[src/logic/sfr_decoder_pkg.sv]
/*
 * Constants shared by the special-function command decoder: register-select
 * codes, command addresses, control register layout and timing figures.
 * Assumes a 25 MHz interface clock.
 */
package sfr_decoder_pkg;
	// ====================================================
	// Register select codes (high bit, low bit).
	localparam logic [1:0] SEL_INPUT = 2'h3;
	localparam logic [1:0] SEL_OFFSET = 2'h2;
	localparam logic [1:0] SEL_GAIN = 2'h1;
	localparam logic [1:0] SEL_SPECIAL = 2'h0;
	// ====================================================
	// Special function command addresses.
	localparam logic [5:0] CMD_NOP = 6'h00;
	localparam logic [5:0] CMD_CLEAR_CODE = 6'h01;
	localparam logic [5:0] CMD_SOFT_CLEAR = 6'h02;
	localparam logic [5:0] CMD_POWER_DOWN = 6'h08;
	localparam logic [5:0] CMD_POWER_UP = 6'h09;
	localparam logic [5:0] CMD_MONITOR = 6'h0a;
	localparam logic [5:0] CMD_CONTROL = 6'h0c;
	localparam logic [5:0] CMD_SOFT_RESET = 6'h0f;
	// ====================================================
	// Control register field positions and values.
	localparam int CTL_PD_STATE = 13;
	localparam int CTL_REF_LEVEL = 12;
	localparam int CTL_BOOST = 11;
	localparam int CTL_INT_REF = 10;
	localparam int CTL_MONITOR = 9;
	localparam int CTL_THERMAL = 8;
	localparam int CTL_TOGGLE_LO = 2;
	localparam int TOGGLE_GROUPS = 5;
	localparam int GROUP_SIZE = 8;
	localparam int MON_LO = 8;
	localparam logic [5:0] MON_OFF_CHANNEL = 6'h3f;
	localparam logic [13:0] CONTROL_RESET = 14'h2000;
	localparam logic [13:0] CLEAR_CODE_RESET = 14'h0000;
	// Gain codes whose low four bits mark a scaled full-scale entry.
	localparam logic [3:0] GAIN_TAIL = 4'he;
	localparam logic [9:0] GAIN_MIDDLE = 10'h3ff;
	// ====================================================
	// Timing, in nanoseconds, and the clock period.
	localparam int CLOCK_NS = 40;
	localparam int SOFT_CLEAR_NS = 35000;
	localparam int SOFT_RESET_NS = 135000;
	localparam int POWER_UP_NS = 8000;
	// Busy lengths; all times round down.
	localparam int SOFT_CLEAR_CYCLES = SOFT_CLEAR_NS / CLOCK_NS;
	localparam int SOFT_RESET_CYCLES = SOFT_RESET_NS / CLOCK_NS;
	localparam int POWER_UP_CYCLES = POWER_UP_NS / CLOCK_NS;
endpackage

[src/logic/dac_special_function_decoder.sv]
/*
 * Special-function command decoder and 14-bit control register of a
 * 40-channel DAC, with register-select routing of incoming data words.
 * Assumes the host interface delivers one decoded word per cmd_valid pulse
 * on this clock, and that the pins are asynchronous to it.
 */
// Operation
// Route words by two register-select bits.
// Decode six command bits when select zero.
// No-op changes nothing, busy still pulses.
// Command one stores clear code, reset zero.
// Clear pin or soft clear loads clear code.
// Soft clear holds busy thirty-five microseconds.
// Soft power-down keeps every register intact.
// Power-down blocks all register writes.
// Soft power-up ends within exit time.
// Effective power-down ORs hardware and software.
// Soft reset restores defaults, zeroes DACs.
// Host avoids soft reset during power-down.
// Control write or read by flag.
// Bit thirteen sets power-down output load.
// Bit twelve selects reference level.
// Bit eleven enables amplifier boost.
// Bit ten selects internal reference.
// Bit nine routes monitor to last channel.
// Bit eight enables thermal shutdown guard.
// Bits seven, one, zero are ignored.
// Bits six to two enable toggle groups.
// Each toggle bit covers eight channels.
// Monitor command takes channel, 63 three-states.
// Gain codes decode to quarter factors.
// Undefined command addresses act as no-op.
`timescale 1ns/100ps
module dac_special_function_decoder
	import sfr_decoder_pkg::*;
#(
	parameter int DATA_W = 14,
	parameter int CHANNELS = 40,
	parameter logic REF_LEVEL_DEFAULT = 1'b1,
	parameter int SOFT_CLEAR_LEN = SOFT_CLEAR_CYCLES,
	parameter int SOFT_RESET_LEN = SOFT_RESET_CYCLES,
	parameter int POWER_UP_LEN = POWER_UP_CYCLES
) (
	// Clock and reset.
	input wire logic clock,
	input wire logic rst_n,
	// Decoded host word.
	input wire logic cmd_valid,
	input wire logic register_select_high,
	input wire logic register_select_low,
	input wire logic read_not_write,
	input wire logic [5:0] command_address_bits,
	input wire logic [DATA_W-1:0] cmd_data,
	// Asynchronous pins.
	input wire logic clear_pin_n,
	input wire logic hw_power_down,
	input wire logic over_temperature,
	// Status and readback.
	output logic busy_n,
	output logic [DATA_W-1:0] readback_data,
	output logic readback_valid,
	// Data path strobes.
	output logic input_write,
	output logic offset_write,
	output logic gain_write,
	output logic [DATA_W-1:0] write_data,
	output logic [2:0] gain_quarters,
	output logic dac_clear_load,
	output logic dac_zero_load,
	output logic [DATA_W-1:0] clear_code,
	// Analog controls.
	output logic power_down,
	output logic amplifiers_on,
	output logic power_down_output_state,
	output logic reference_level_select,
	output logic amplifier_boost,
	output logic internal_reference_enable,
	output logic monitor_enable,
	output logic thermal_guard_enable,
	output logic [CHANNELS-1:0] toggle_enable,
	output logic [5:0] monitor_channel,
	output logic monitor_tristate
);
	// ====================================================
	// Helpers.

	// Decodes a gain code to a factor in quarters; four means unity.
	function automatic logic [2:0] gain_to_quarters(input logic [DATA_W-1:0] code);
		logic [2:0] q;
		q = 3'h0;
		// gain factor decode
		if (code[3:0] == GAIN_TAIL && code[13:4] == {code[13:12], GAIN_MIDDLE[7:0]}) begin
			q = 3'({1'b0, code[13:12]}) + 3'h1;
		end
		return q;
	endfunction

	// ====================================================
	// Pin synchronisers: a change counts once stages two and three agree.
	logic [2:0] clear_sync_reg;
	logic [2:0] hwpd_sync_reg;
	logic [2:0] temp_sync_reg;
	logic clear_low_reg; // Filtered clear pin level (high means asserted).
	logic hwpd_reg; // Filtered hardware power-down level.
	logic hot_reg; // Filtered over-temperature level.

	// Shift the raw pins in; stage one only feeds stage two.
	always_ff @(posedge clock or negedge rst_n) begin
		if (!rst_n) begin
			clear_sync_reg <= 3'h7;
			hwpd_sync_reg <= 3'h0;
			temp_sync_reg <= 3'h0;
		end else begin
			clear_sync_reg <= {clear_sync_reg[1:0], clear_pin_n};
			hwpd_sync_reg <= {hwpd_sync_reg[1:0], hw_power_down};
			temp_sync_reg <= {temp_sync_reg[1:0], over_temperature};
		end
	end

	// Accept a new level only when the two later stages agree.
	always_ff @(posedge clock or negedge rst_n) begin
		if (!rst_n) begin
			clear_low_reg <= 1'b0;
			hwpd_reg <= 1'b0;
			hot_reg <= 1'b0;
		end else begin
			if (clear_sync_reg[1] == clear_sync_reg[2]) begin
				clear_low_reg <= ~clear_sync_reg[2];
			end
			if (hwpd_sync_reg[1] == hwpd_sync_reg[2]) begin
				hwpd_reg <= hwpd_sync_reg[2];
			end
			if (temp_sync_reg[1] == temp_sync_reg[2]) begin
				hot_reg <= temp_sync_reg[2];
			end
		end
	end

	// ====================================================
	// Command decode.
	logic [1:0] select; // Register select pair.
	logic idle; // No timed operation running.
	logic take; // A word is accepted this cycle.
	logic special; // Accepted word is a special function command.
	logic pd_eff; // Effective power-down state.
	logic sw_pd_reg; // Software power-down state.
	logic [13:0] control_reg; // Control register.
	logic [DATA_W-1:0] clear_code_reg; // Clear code register.
	logic [5:0] monitor_reg; // Monitored channel address.
	logic thermal_trip_reg; // Amplifiers shut down by the thermal guard.
	logic [11:0] busy_count_reg; // Remaining busy cycles.
	logic clear_prev_reg; // Clear pin level one cycle earlier.

	assign select = {register_select_high, register_select_low};
	// Words that arrive while busy are dropped; the host watches busy_n.
	assign idle = (busy_count_reg == 12'h000);
	assign take = cmd_valid && idle;
	// special function select
	assign special = take && (select == SEL_SPECIAL);
	// hardware OR software
	assign pd_eff = sw_pd_reg | hwpd_reg;

	// ====================================================
	// Busy timer. Every accepted word pulses busy for at least one cycle.
	always_ff @(posedge clock or negedge rst_n) begin
		if (!rst_n) begin
			busy_count_reg <= 12'h000;
		end else if (take) begin
			busy_count_reg <= 12'h001;
			if (special && !read_not_write) begin
				case (command_address_bits)
					// soft clear busy time
					CMD_SOFT_CLEAR: busy_count_reg <= 12'(SOFT_CLEAR_LEN);
					// soft reset time
					CMD_SOFT_RESET: busy_count_reg <= 12'(SOFT_RESET_LEN);
					// power-up exit time
					CMD_POWER_UP: busy_count_reg <= 12'(POWER_UP_LEN);
					default: busy_count_reg <= 12'h001;
				endcase
			end
		end else if (!idle) begin
			busy_count_reg <= busy_count_reg - 12'h001;
		end
	end

	// Busy output: low while the timer runs, registered.
	always_ff @(posedge clock or negedge rst_n) begin
		if (!rst_n) begin
			busy_n <= 1'b1;
		end else begin
			// busy pulses for no-op
			busy_n <= !(take || busy_count_reg > 12'h001);
		end
	end

	// ====================================================
	// Control register. Writes are blocked in power-down; soft reset
	// restores the defaults but is itself refused in power-down, since
	// the host is not meant to issue it then.
	always_ff @(posedge clock or negedge rst_n) begin
		if (!rst_n) begin
			control_reg <= CONTROL_RESET | (14'(REF_LEVEL_DEFAULT) << CTL_REF_LEVEL);
		end else if (special && !pd_eff && !read_not_write) begin
			// write gating
			case (command_address_bits)
				// control write
				CMD_CONTROL: control_reg <= cmd_data;
				// restore defaults
				CMD_SOFT_RESET: control_reg <= CONTROL_RESET | (14'(REF_LEVEL_DEFAULT) << CTL_REF_LEVEL);
				// others change nothing
				default: control_reg <= control_reg;
			endcase
		end
	end

	// Clear code and monitor address registers.
	always_ff @(posedge clock or negedge rst_n) begin
		if (!rst_n) begin
			clear_code_reg <= CLEAR_CODE_RESET;
			monitor_reg <= MON_OFF_CHANNEL;
		end else if (special && !pd_eff && !read_not_write) begin
			case (command_address_bits)
				// store clear code
				CMD_CLEAR_CODE: clear_code_reg <= cmd_data;
				// monitor channel address
				CMD_MONITOR: monitor_reg <= cmd_data[MON_LO +: 6];
				CMD_SOFT_RESET: begin
					clear_code_reg <= CLEAR_CODE_RESET;
					monitor_reg <= MON_OFF_CHANNEL;
				end
				default: monitor_reg <= monitor_reg;
			endcase
		end
	end

	// Software power state and thermal shutdown. Power-up is honoured during
	// power-down, otherwise it could never end; so are power-down and soft clear.
	always_ff @(posedge clock or negedge rst_n) begin
		if (!rst_n) begin
			sw_pd_reg <= 1'b0;
			thermal_trip_reg <= 1'b0;
		end else begin
			if (special && !read_not_write) begin
				case (command_address_bits)
					// enter soft power-down
					CMD_POWER_DOWN: sw_pd_reg <= 1'b1;
					CMD_POWER_UP: sw_pd_reg <= 1'b0;
					default: sw_pd_reg <= sw_pd_reg;
				endcase
			end
			// thermal guard
			if (control_reg[CTL_THERMAL] && hot_reg) begin
				thermal_trip_reg <= 1'b1;
			end else if (special && !read_not_write && command_address_bits == CMD_POWER_UP && !hot_reg) begin
				thermal_trip_reg <= 1'b0;
			end
		end
	end

	// ====================================================
	// Data path strobes routed by register select.
	always_ff @(posedge clock or negedge rst_n) begin
		if (!rst_n) begin
			input_write <= 1'b0;
			offset_write <= 1'b0;
			gain_write <= 1'b0;
			write_data <= '0;
			gain_quarters <= 3'h4;
		end else begin
			// route by select bits
			input_write <= take && !pd_eff && select == SEL_INPUT;
			offset_write <= take && !pd_eff && select == SEL_OFFSET;
			gain_write <= take && !pd_eff && select == SEL_GAIN;
			if (take && !pd_eff && select != SEL_SPECIAL) begin
				write_data <= cmd_data;
			end
			if (take && !pd_eff && select == SEL_GAIN) begin
				gain_quarters <= gain_to_quarters(cmd_data);
			end
		end
	end

	// Clear and zero loads of all DAC registers.
	always_ff @(posedge clock or negedge rst_n) begin
		if (!rst_n) begin
			clear_prev_reg <= 1'b0;
			dac_clear_load <= 1'b0;
			dac_zero_load <= 1'b0;
		end else begin
			clear_prev_reg <= clear_low_reg;
			// pin or soft clear
			dac_clear_load <= (clear_low_reg && !clear_prev_reg)
				|| (special && !read_not_write && command_address_bits == CMD_SOFT_CLEAR);
			// zero the DAC registers
			dac_zero_load <= special && !pd_eff && !read_not_write && command_address_bits == CMD_SOFT_RESET;
		end
	end

	// Readback of the control register; a no-op shifts out the last value.
	always_ff @(posedge clock or negedge rst_n) begin
		if (!rst_n) begin
			readback_data <= '0;
			readback_valid <= 1'b0;
		end else begin
			readback_valid <= 1'b0;
			// control read
			if (special && read_not_write && command_address_bits == CMD_CONTROL) begin
				readback_data <= control_reg;
				readback_valid <= 1'b1;
			end else if (special && command_address_bits == CMD_NOP) begin
				// no-op clocks out readback
				readback_valid <= 1'b1;
			end
		end
	end

	// ====================================================
	// Analog control outputs, all registered.
	always_ff @(posedge clock or negedge rst_n) begin
		if (!rst_n) begin
			power_down <= 1'b0;
			amplifiers_on <= 1'b0;
			power_down_output_state <= 1'b1;
			reference_level_select <= REF_LEVEL_DEFAULT;
			amplifier_boost <= 1'b0;
			internal_reference_enable <= 1'b0;
			monitor_enable <= 1'b0;
			thermal_guard_enable <= 1'b0;
			clear_code <= CLEAR_CODE_RESET;
			monitor_channel <= MON_OFF_CHANNEL;
			monitor_tristate <= 1'b1;
		end else begin
			power_down <= pd_eff;
			amplifiers_on <= !pd_eff && !thermal_trip_reg;
			// power-down load
			power_down_output_state <= control_reg[CTL_PD_STATE];
			// reference level
			reference_level_select <= control_reg[CTL_REF_LEVEL];
			// boost enable
			amplifier_boost <= control_reg[CTL_BOOST];
			// reference source
			internal_reference_enable <= control_reg[CTL_INT_REF];
			// monitor on last channel
			monitor_enable <= control_reg[CTL_MONITOR];
			thermal_guard_enable <= control_reg[CTL_THERMAL];
			clear_code <= clear_code_reg;
			monitor_channel <= monitor_reg;
			// channel 63 three-states
			monitor_tristate <= !control_reg[CTL_MONITOR] || monitor_reg == MON_OFF_CHANNEL;
		end
	end

	// Toggle enables expanded per channel; bits 7, 1 and 0 reach only the readback.
	always_ff @(posedge clock or negedge rst_n) begin
		if (!rst_n) begin
			toggle_enable <= '0;
		end else begin
			// toggle group enable
			for (int ch = 0; ch < CHANNELS; ch++) begin
				// eight channels per bit
				toggle_enable[ch] <= control_reg[CTL_TOGGLE_LO + (ch / GROUP_SIZE) % TOGGLE_GROUPS];
			end
		end
	end
	// ignored bits unused
endmodule

[config.mk]
export PLATFORM = sky130hd
export DESIGN_NAME = dac_special_function_decoder
export DESIGN_NICKNAME = d
export VERILOG_FILES = /design/src/logic/sfr_decoder_pkg.sv /design/src/logic/dac_special_function_decoder.sv
export SDC_FILE = /design/constraint.sdc
export NUM_CORES = 1
export LEC_CHECK = 0
export BUFFER_PORTS_ARGS = -buffer_cell sky130_fd_sc_hd__buf_4
export CELL_PAD_IN_SITES_DETAIL_PLACEMENT = 1
export CELL_PAD_IN_SITES_GLOBAL_PLACEMENT = 2
export CORE_MARGIN = 3
export CORE_UTILIZATION = 35
export CTS_CLUSTER_DIAMETER = 60
export DETAILED_ROUTE_END_ITERATION = 12
export PLACE_DENSITY = 0.82
export SYNTH_ARGS = -nofsm -noshare
export SYNTH_HDL_FRONTEND = slang
export SYNTH_SLANG_ARGS = --single-unit
[constraint.sdc]
create_clock -name clock -period 2.6 [get_ports clock]
set_input_delay 0.52 -clock clock [delete_from_list [all_inputs] [get_ports clock]]
set_output_delay 0.52 -clock clock [all_outputs]
set_load 0.05 [all_outputs]
Word level (Yosys, flattened, before mapping). Index checks and enable logic that the tools add are counted. Widths: inputs -> output; s select.

Output and inout port bits: 107. Bits in registers: 161. Input bits: 29. Logic and storage cells: 114. Bits in writable memories: 0. Memory bits (read-only): 0. Memories: 0. Latch bits: 0.

$add $sub $neg: 2. Equality and inequality tests: 17. $mul: 0. Bitwise operators: 2. Order comparisons: 1. Multiplexer cells: 13. Reduce and logical (&&, ||, !) cells: 44. Divide/modulo/power cells: 0. Shifts and indexed selects: 0.

Operators by type and width (number): $pmux 14 s2 (2); $mux 12 (3); $pmux 12 s3 (1); $eq 6x4->1 const B (5); $logic_and 1x1->1 (21); $gt 12x1->1 const B (1); $logic_not 12->1 (1); $pmux 6 s2 (1); $reduce_bool 2->1 (6); $sub 12x1->12 const B (1); $eq 8x8->1 const B (1); $reduce_and 2->1 (4); $logic_not 1->1 (7); $eq 6x1->1 const B (1); $eq 6x2->1 const B (1); $eq 6x6->1 const B (1); $logic_not 6->1 (1); $eq 2x2->1 const B (2); $eq 4x4->1 const B (1); $mux 1 (4); $add 2x1->3 const B (1); $eq 1x1->1 (3); $logic_or 1x1->1 (3); $mux 3 (1); other kinds (6) (6).

Depth between registers and ports, before layout. Gate-level depths: netlist of run 1.

Depth after elaboration: 8. Depth in mapped cells: 8. Mapped depth without buffers: 6.

Worst setup path after synthesis of run 1. Ideal clock, no wire load.

Kind: register to register. Start: register busy_count_reg[0]. End: register readback_data[10]. Clock period less this slack: 2.106 ns. Cell stages (with the launch flop): 8. Arrival time: 1.982 ns. Setup time: 0.125 ns. Path buffers: 1. Slack: 0.494 ns. Required time: 2.475 ns. Cell sequence: dfrtp_1 > inv_1 > ha_1 > nor3b_1 > nand4_1 > nor3_2 > buf_4 > mux2_2.

Cells in the longest elaborated chain, start to end: 5.

RTL lines: start: declaration (RTL line dac_special_function_decoder.sv:151) `logic [11:0] busy_count_reg;`; start signal: assignment (RTL line dac_special_function_decoder.sv:173) `CMD_SOFT_CLEAR: busy_count_reg <= 12'(SOFT_CLEAR_LEN);`; start signal: assignment (RTL line dac_special_function_decoder.sv:175) `CMD_SOFT_RESET: busy_count_reg <= 12'(SOFT_RESET_LEN);`; start signal: assignment (RTL line dac_special_function_decoder.sv:177) `CMD_POWER_UP: busy_count_reg <= 12'(POWER_UP_LEN);`; $logic_not 12->1 (RTL line dac_special_function_decoder.sv:156) `assign idle = (busy_count_reg == 12'h000);`; $logic_and 1x1->1 (RTL line dac_special_function_decoder.sv:157) `assign take = cmd_valid && idle;`; $logic_and 1x1->1 (RTL line dac_special_function_decoder.sv:159) `assign special = take && (select == SEL_SPECIAL);`; $logic_and 1x1->1 (2 in series) (RTL line dac_special_function_decoder.sv:307) `if (special && read_not_write && command_address_bits == CMD_CONTROL) begin`; end signal: assignment (RTL line dac_special_function_decoder.sv:308) `readback_data <= control_reg;`; end: declaration (RTL line dac_special_function_decoder.sv:60) `output logic [DATA_W-1:0] readback_data,`.

Every way passes these cells. A chain may end at the register's enable or synchronous reset.

Final worst setup path of run 1.
Start: register busy_count_reg[4]. End: register busy_count_reg[9].

Cells in the longest elaborated chain, start to end: 6.

RTL lines: parallel branches: the longest is 6 deep, another holds $sub 12x1->12.

Several ways; the timed one is not identified. The select of a mux whose other input is x is not followed.

==> results.toml, run 1 <==
[status]
status = "finished, final reports clean"

[timing]
period_share_pct = 89.3
post-route-min-period_ps = 2320
skew_ps = 5.44
hold_viol = 0
setup_violations = 0
drv_slew = 0
setup_ws_ps = 278
worstMarginPinSlew_ps = 725
rsz0062_at_grt = "false"
fmax_mhz = 431
relSlewSlack_pct = 51.7
setup_tns_ps = 0

[worst_setup_path]
worstPathRequired_ps = 2950
crit_path_max_fanout = 8
slowest_stage = "nor4_1"
slowest_delay_ps = 540
critPathTopFamily = "simple AND/OR/NAND/NOR gates"
worstPathBufferInverterCount = 2
crit_path_frequent_cell = "buf_4"
crit_path_cell_trace = "nor4_4 > buf_4 > nand3_1 > nor4_1 > buf_4 > o311a_1"
criticalPathCategory = "flop to flop"
crit_path_end_kind = "flop"
arrival_ps = 2670
startpoint_type = "flop"

[pwr]
p_sw_mw = 1.03
leakage_nw = 3.53
fin_total_pwr_mw = 4.81
swShare_pct = 21.5
power_frac_comb_pct = 3.8
clock_power_share_pct = 52.6
seq_power_share_pct = 43.6
peakVddDrop_mv = 0.436
intPower_mw = 3.78
pwr_density_cell_nw_per_um2 = 651

[die]
pin_count = 136
die-area_um2 = 17800
die_width_um = 134
die_h_um = 134
core.rowCount = 46
start_util_pct = 35.9
core_um2 = 15900

[route]
drc_errors = 0
drt_first_pass_iters = 5
wire_per_inst_um = 19.0
wirelength_um = 15300
ant_nets = 0
vias = 4029
vias_per_cell = 4.99
drt_iter0_drc = 242

[yosys]
ys_seq_elements = 133
yosysMostFrequentCell = "dfrtp_1"
synthCells = 461
ys_types = 61
synth_top_family_by_area = "simple AND/OR/NAND/NOR gates"
synth_fa_ha_area_share_pct = 1.23
synthTopCellsByCount = "dfrtp_1 (111), buf_4 (37), mux2_2 (35)"
synth_top_area_share_pct = 48.8
syn-cell-area_um2 = 5700
synth-simple-area-share_pct = 13.6
synth-xor-area-share_pct = 0.922
ys_top_cells_by_area = "dfrtp_1 (49%), dfstp_2 (10%), mux2_2 (6.9%)"
synth_edf_count = 0
postSynth.asyncResetShare_pct = 100
synth_compound_area_share_pct = 9.71
synth.area.mux_share_pct = 8.15
ys.flop_type = "dfrtp_1"
ys_seq_area_share_pct = 58.9
ys_warn_count = 0
synth_largest_area_cell = "dfrtp_1"
avgSynthCellArea_um2 = 12.4
synth_fp_nets = 494

[cells_and_area]
fillers = 1701
synthToLayoutAreaGrowth_pct = 29.9
diodes = 0
final_nets = 612
multi_input_area_um2 = 1920
postLayoutCellArea_um2 = 7400
largest_reg_flops = 28
utilization_pct = 46.6
drive_above_1_share_pct = 43.2
final-seq-area_um2 = 3360

[clocking]
ctsRootBufferMaster = "clkbuf_16"
cts_tree = "done"
clkSlewWorstSetupHoldPaths_ps = 60
cts.sinks = 133
cts.path.max_buffers = 2
cts_buffers = 17
post_cts_buffers = 0
clock_latency_ps = 420
cts_max_level = 4

[place]
dpl_cell_area_um2 = 6770
gp_congestion = 0.801
port_buffers = 135
hpwl_um = 11300
place_ws_ps = 167

[global_routing]
antenna_found_initial = 0
grt_pass1_vias = 4460
grt_start_max_net_pins = 78
overflow = 0
grt_usage_pct = 17.6
grt_pass1_wl_um = 24400

[job]
maxCapViolCount = 0

[hold_path]
hp-class = "input pin to async pin"
## stage by stage
| stage | hold WS (ps) | std cells |
|---|---|---|
| global route | 184 | 808 |
| finish | 149 | 808 |
| global placement | 336 | 776 |
| detailed placement | 340 | 776 |
| floorplan | 224 | 461 |
| CTS | 163 | 808 |
## placed cells by master, fill, tap and decap left out, types with 4 or more instances in the layout
cell type / synthesis / routed
nand4_1: 10 / 10
o2bb2ai_1: 6 / 6
inv_1: 19 / 19
nor2b_1: 7 / 7
dfrtp_1: 111 / 111
nand2b_1: 6 / 6
a32oi_1: 9 / 9
nor4_1: 4 / 4
clkbuf_16: 0 / 17
or3_1: 5 / 5
and2_1: 4 / 4
ha_1: 4 / 4
o21ai_0: 9 / 9
nand2_1: 29 / 29
bufinv_16: 0 / 4
mux2i_1: 7 / 7
nor2_1: 17 / 17
mux2_2: 35 / 35
xnor2_1: 5 / 5
dfstp_2: 22 / 22
o21ai_1: 8 / 8
nor4_4: 4 / 4
nor3_1: 7 / 7
o31ai_1: 22 / 22
buf_4: 37 / 150
nand3_1: 7 / 7
## what timing repair did
item,4_1_cts,5_1_grt
hold buffers,0,0
endpoints found under the setup margin,0,4
resized for setup,0,1
## layout make-up
class,instances,share of cell area (%)
clock buffers,20,6.04
clock inverters,12,2.38
inverters,19,0.964
multi-input cells,256,26.0
flip-flops and latches,133,45.4
well taps,216,3.65
repair buffers,152,15.6
## routing by layer
metal / share of wire, % / global-route usage (%) / up-vias
li1: - / - / 1856
met4: 1.2 / 4.80 / 0
met5: 0 / 0 / -
met1: 44 / 22.3 / 2041
met2: 50 / 30.2 / 113
met3: 4.8 / 4.34 / 19
## power groups by stage
stage	clock, mW	sequential, mW	combinational (mW)
6_report	2.53	2.10	0.184
5_1_grt	2.67	2.10	0.207
4_1_cts	2.58	2.10	0.189
3_5_place_dp	0	2.13	0.188
3_3_place_gp	0	2.13	0.183
2_1_floorplan	0	2.14	0.0568
## logic make-up after synthesis
kind of cell               after synthesis
buffers and inverters                   72
AOI/OAI and AO/OA                       76
xor gates and xnor gates                 6
muxes                                   42
and+or+nand+nor                        126
DFF                                    133
adders and majority gates                6
## path summary, 6_finish.rpt
path                       slack [ps]                 to  cells after the start              start
min reg2reg                       350   hwpd_sync_reg[1]                      0   hwpd_sync_reg[0]
min in group clock                210  clear_sync_reg[0]                      1        clear_pin_n
max reg2reg                       280  busy_count_reg[9]                      6  busy_count_reg[4]
min                               150      write_data[9]                      1              rst_n
max in group asynchronous        1660   gain_quarters[2]                      2              rst_n
max                               280  busy_count_reg[9]                      6  busy_count_reg[4]
No activity file was read; power rests on OpenSTA's default activity.
==> run 2: changes to the inputs <==
--- a/config.mk
+++ b/config.mk
@@ -12,7 +12,7 @@
 export CORE_UTILIZATION = 35
 export CTS_CLUSTER_DIAMETER = 60
 export DETAILED_ROUTE_END_ITERATION = 12
-export PLACE_DENSITY = 0.82
+export PLACE_DENSITY = 0.83
 export SYNTH_ARGS = -nofsm -noshare
 export SYNTH_HDL_FRONTEND = slang
 export SYNTH_SLANG_ARGS = --single-unit
==> run 2 against run 1 <==
Effect of this change:
- routed wire length down 0.79%
- register-to-register slack worse by 80 ps
- utilization about the same
- critical path depth down 2
- flip-flop and latch count unchanged
- critical path type unchanged
- critical endpoint is now clear_code_reg[8]
- largest power group unchanged
==> results.toml, run 2 (synthesized netlist as in run 1, its figures left out) <==
[status]
status = "finished, final reports clean"

[cells_and_area]
largest_reg_flops = 28
fillers = 1705
final_common_cell = "buf_4"
final_nets = 610
diodes = 0
drive_above_1_share_pct = 43.4
layout_common_cells = "buf_4 (147), dfrtp_1 (111), mux2_2 (35)"
postLayoutCellArea_um2 = 7400
synthToLayoutAreaGrowth_pct = 29.9
utilization_pct = 46.6

[pwr]
leakage_nw = 3.52
pwr_density_cell_nw_per_um2 = 654
fin_total_pwr_mw = 4.84
peakVddDrop_mv = 0.460

[timing]
post-route-min-period_ps = 2400
whs_ps = 79.0
period_share_pct = 92.3
setup_violations = 0
rsz0062_at_grt = "false"
relSlewSlack_pct = 56.2
fmax_mhz = 417
worstMarginPinSlew_ps = 641
hold_viol = 0
setup_tns_ps = 0
drv_slew = 0
skew_ps = 7.07

[global_routing]
grt_usage_pct = 17.6
grt_pass1_wl_um = 24400
grt_pass1_vias = 4449
grt_use_met1_pct = 21.5
antenna_found_initial = 0
top_usage_layer = "met2"
overflow = 0
grt_use_met3_pct = 5.06
met2_usage_pct = 29.8
grt_start_max_net_pins = 64

[route]
drt_iter0_drc = 210
wirelength_um = 15200
wire_per_inst_um = 18.9
vias = 4030
vias_per_cell = 5.00
drt_first_pass_iters = 4
drc_errors = 0
ant_nets = 0

[clocking]
clock_latency_ps = 420
cts.sinks = 133
clkSlewWorstSetupHoldPaths_ps = 60
ctsRootBufferMaster = "clkbuf_16"
cts_tree = "done"
cts_max_level = 4
cts_buffers = 17
holdBufCountCts = 0
cts.path.max_buffers = 2

[place]
gp_congestion = 0.774
port_buffers = 135
dpl_cell_area_um2 = 6770
hpwl_um = 11100

[die]
core.rowCount = 46
die-area_um2 = 17800
start_util_pct = 35.9
die_h_um = 134
die_width_um = 134
pin_count = 136
core_um2 = 15900

[worst_setup_path]
startpoint_type = "flop"
crit_path_max_fanout = 14
criticalPathCategory = "flop to flop"
arrival_ps = 2670
worstReg2RegEnd = "clear_code_reg[8]"
timing.rr.start = "busy_count_reg[9]"
rr_worst_depth = 4
crit_path_end_kind = "flop"
worstPathRequired_ps = 2870
rrSetupSlack_ps = 200

[job]
maxCapViolCount = 0

[hold_path]
hp-class = "input pin to async pin"
-- run 2: cell count changes in the layout (fill, tap and decap cells not counted) --
cell / previous run / this run
clkbuf_8: 1 / 0
clkbuf_1: 2 / 0
buf_12: 1 / 2
inv_6: 2 / 3
buf_4: 150 / 147
clkinv_4: 1 / 3
-- run 2: what timing repair did --
| item | in CTS | in global routing |
|---|---|---|
| endpoints found under the hold margin | 0 | 0 |
| setup endpoints to repair | 0 | 3 |
| buffers inserted | 0 | 0 |
| resized for setup | 0 | 1 |
-- run 2: worst max-delay path by stage --
stage,endpoint,slack [ps],start,cells after the start
floorplan,readback_data[10],490,busy_count_reg[0],7
global placement,busy_count_reg[9],150,busy_count_reg[0],7
detailed placement,busy_count_reg[9],120,busy_count_reg[0],7
CTS,busy_count_reg[9],100,busy_count_reg[0],7
global route,clear_code_reg[8],50,busy_count_reg[9],4
finish,clear_code_reg[8],200,busy_count_reg[9],4
-- run 2: metrics by stage --
stage | worst slack (ps) | cells
2_1_floorplan | 494 | 461
3_3_place_gp | 152 | 774
3_5_place_dp | 116 | 774
4_1_cts | 101 | 806
5_1_grt | 45.8 | 806
6_report | 201 | 806
-- run 2: report_power, final --
group | internal [mW] | leakage, nW | switching (mW)
clock network | 1.61 | 0.304 | 0.947
registers | 2.09 | 1.63 | 0.00811
logic | 0.0622 | 1.59 | 0.124
total | 3.76 | 3.52 | 1.08
-- run 2: layout make-up --
cell class / count / area (µm²) / share of cell area [%]
flip-flops and latches: 133 / 3360 / 45.3
inverters: 19 / 71.3 / 0.964
clock buffers: 17 / 425 / 5.75
clock inverters: 15 / 203 / 2.74
multi-input cells: 256 / 1920 / 26.0
repair buffers: 150 / 1150 / 15.6
well taps: 216 / 270 / 3.65
-- run 2: metal layers --
metal  vias up  wire (µm)  share of wire, %
met5         -          0                 0
met4         0        290               1.9
met3        22        857               5.6
met2       135       7640                50
met1      2022       6410                42
li1       1851          -                 -
-- run 2: critical path, stage by stage, from the launching register on --
cell     delay, ps
dfrtp_1        460
nor4_4         480
nand2_2        340
or3_1          740
mux2i_1        220
==> run 3: changes to the inputs <==
==> constraint.sdc (replaced) <==
create_clock -name clock -period 2.6 [get_ports clock]
set_input_delay 0.13 -clock clock [delete_from_list [all_inputs] [get_ports clock]]
set_output_delay 0.13 -clock clock [all_outputs]
set_load 0.05 [all_outputs]
==> run 3 against run 2 <==
Effect of this change:
- routed wire length increased by 3.3%
- utilization is 1.1 points higher
- power increased by 0.22%
- sequential share of layout area shrank 1.0 points
- flip-flop and latch count unchanged
- design area up 2.3%
- largest power group unchanged
- largest cell class unchanged
- non-clock buffer count is 18 higher
- critical endpoint is now offset_write
==> results.toml, run 3 (synthesized netlist as in run 1, its figures left out) <==
[status]
status = "finished, final reports clean"

[place]
port_buffers = 135
hpwl_um = 11100
gp_congestion = 0.771
place_inst = 773

[worst_setup_path]
criticalPathCategory = "flop to flop"
timing.rr.start = "busy_count_reg[0]"
rrSetupSlack_ps = 210
rr_worst_depth = 7
arrival_ps = 2740
worstReg2RegEnd = "offset_write"
crit_start = "busy_count_reg[0]"
startpoint_type = "flop"
crit_path_max_fanout = 5
worstPathRequired_ps = 2950
cp-endpoint = "offset_write"
crit_path_end_kind = "flop"

[timing]
fmax_mhz = 419
relSlewSlack_pct = 48.4
rsz0062_at_grt = "false"
skew_ps = 6.73
hold_viol = 0
period_share_pct = 91.9
setup_violations = 0
worstMarginPinSlew_ps = 770
drv_slew = 0
setup_tns_ps = 0
post-route-min-period_ps = 2390

[hold_path]
hp-class = "input pin to flop"
worstHoldStart = "cmd_data[7]"

[pwr]
p_sw_mw = 1.03
swShare_pct = 21.2
intPower_mw = 3.82
clock_power_share_pct = 52.5
peakVddDrop_mv = 0.428
power_frac_comb_pct = 4.3
leakage_nw = 3.59
pwr_density_cell_nw_per_um2 = 640
fin_total_pwr_mw = 4.85
seq_power_share_pct = 43.2

[route]
wirelength_um = 15700
drc_errors = 0
vias_per_cell = 4.98
drt_iter0_drc = 183
vias = 4107
wire_per_inst_um = 19.1
ant_nets = 0
drt_first_pass_iters = 7

[global_routing]
grt_pass1_wl_um = 24800
grt_pass1_vias = 4517
grt_start_max_net_pins = 57
grt_usage_pct = 17.9
antenna_found_initial = 0
overflow = 0

[die]
core.rowCount = 46
die_width_um = 134
die_h_um = 134
pin_count = 136
core_um2 = 15900
die-area_um2 = 17800
start_util_pct = 35.9

[clocking]
cts.path.max_buffers = 2
cts_max_level = 4
cts.sinks = 133
clkSlewWorstSetupHoldPaths_ps = 60
cts_buffers = 17
post_cts_buffers = 0
cts_tree = "done"
ctsRootBufferMaster = "clkbuf_16"
clock_latency_ps = 420

[cells_and_area]
layout_common_cells = "buf_4 (147), dfrtp_1 (111), mux2_2 (35)"
synthToLayoutAreaGrowth_pct = 33.0
final_nets = 628
drive_above_1_share_pct = 41.8
layout.cells.non_filler = 824
final-seq-area_um2 = 3360
multi_input_area_um2 = 1920
fillers = 1698
final_common_cell = "buf_4"
diodes = 0
utilization_pct = 47.7
largest_reg_flops = 28

[job]
maxCapViolCount = 0
==> run 3: cell types whose count changed in the layout (fill, tap and decap cells not counted) <==
cell / previous run / this run
inv_6: 3 / 2
clkinv_4: 3 / 0
buf_12: 2 / 1
clkbuf_1: 0 / 1
clkbuf_8: 0 / 2
dlygate4sd3_1: 0 / 19
clkinvlp_4: 2 / 3
==> run 3: cell type report <==
class                      count  area share [%]
clock buffer                  20            6.03
inverter                      19           0.942
timing repair buffer         168            17.5
tap                          216            3.57
sequential                   133            44.3
clock inverter                12            2.31
multi-input combinational    256            25.4
==> run 3: what timing repair did <==
action                                  in CTS  in global routing
endpoints found under the setup margin       0                  9
hold buffers                                19                  0
hold endpoints to repair                    64                  0
resized for setup                            0                  1
==> run 3: worst min-delay path by stage <==
stage | end | slack (ps) | depth (start not counted)
2_1_floorplan | amplifier_boost | -170 | 0
3_5_place_dp | write_data[11] | 130 | 1
6_report | write_data[7] | 10 | 2
3_3_place_gp | write_data[11] | 130 | 1
4_1_cts | write_data[7] | 4 | 2
5_1_grt | write_data[7] | 5 | 2
==> run 3: layer usage <==
metal  global-route usage, %  up-vias  wire, µm
li1                        -     1880         -
met1                    21.5     2085      6600
met2                    31.4      124      8100
met3                    4.15       18       773
met4                    6.86        0       228
met5                       0        -         0
==> run 3: power by group through the flow <==
stage                     Sequential, mW  Clock (mW)  Combinational (mW)
after floorplan                     2.14           0              0.0568
after global placement              2.13           0               0.184
after detailed placement            2.13           0               0.189
final                               2.10        2.55               0.208
after global routing                2.10        2.70               0.230
after CTS                           2.10        2.60               0.211
==> run 3: through the flow <==
step,hold WS [ps],setup WS [ps],area (µm²)
2_1_floorplan,-166,494,5700
3_3_place_gp,130,245,6750
3_5_place_dp,132,209,6750
4_1_cts,4.01,110,7570
5_1_grt,4.75,37.8,7570
6_report,12.7,211,7570
==> run 3: worst max-delay path, cell delays in order, from the launching register on <==
cell	delay (ps)
dfrtp_1	430
inv_1	100
ha_1	180
or3b_2	530
nor4_1	360
nand2_1	110
nor2_1	90
dlygate4sd3_1	540
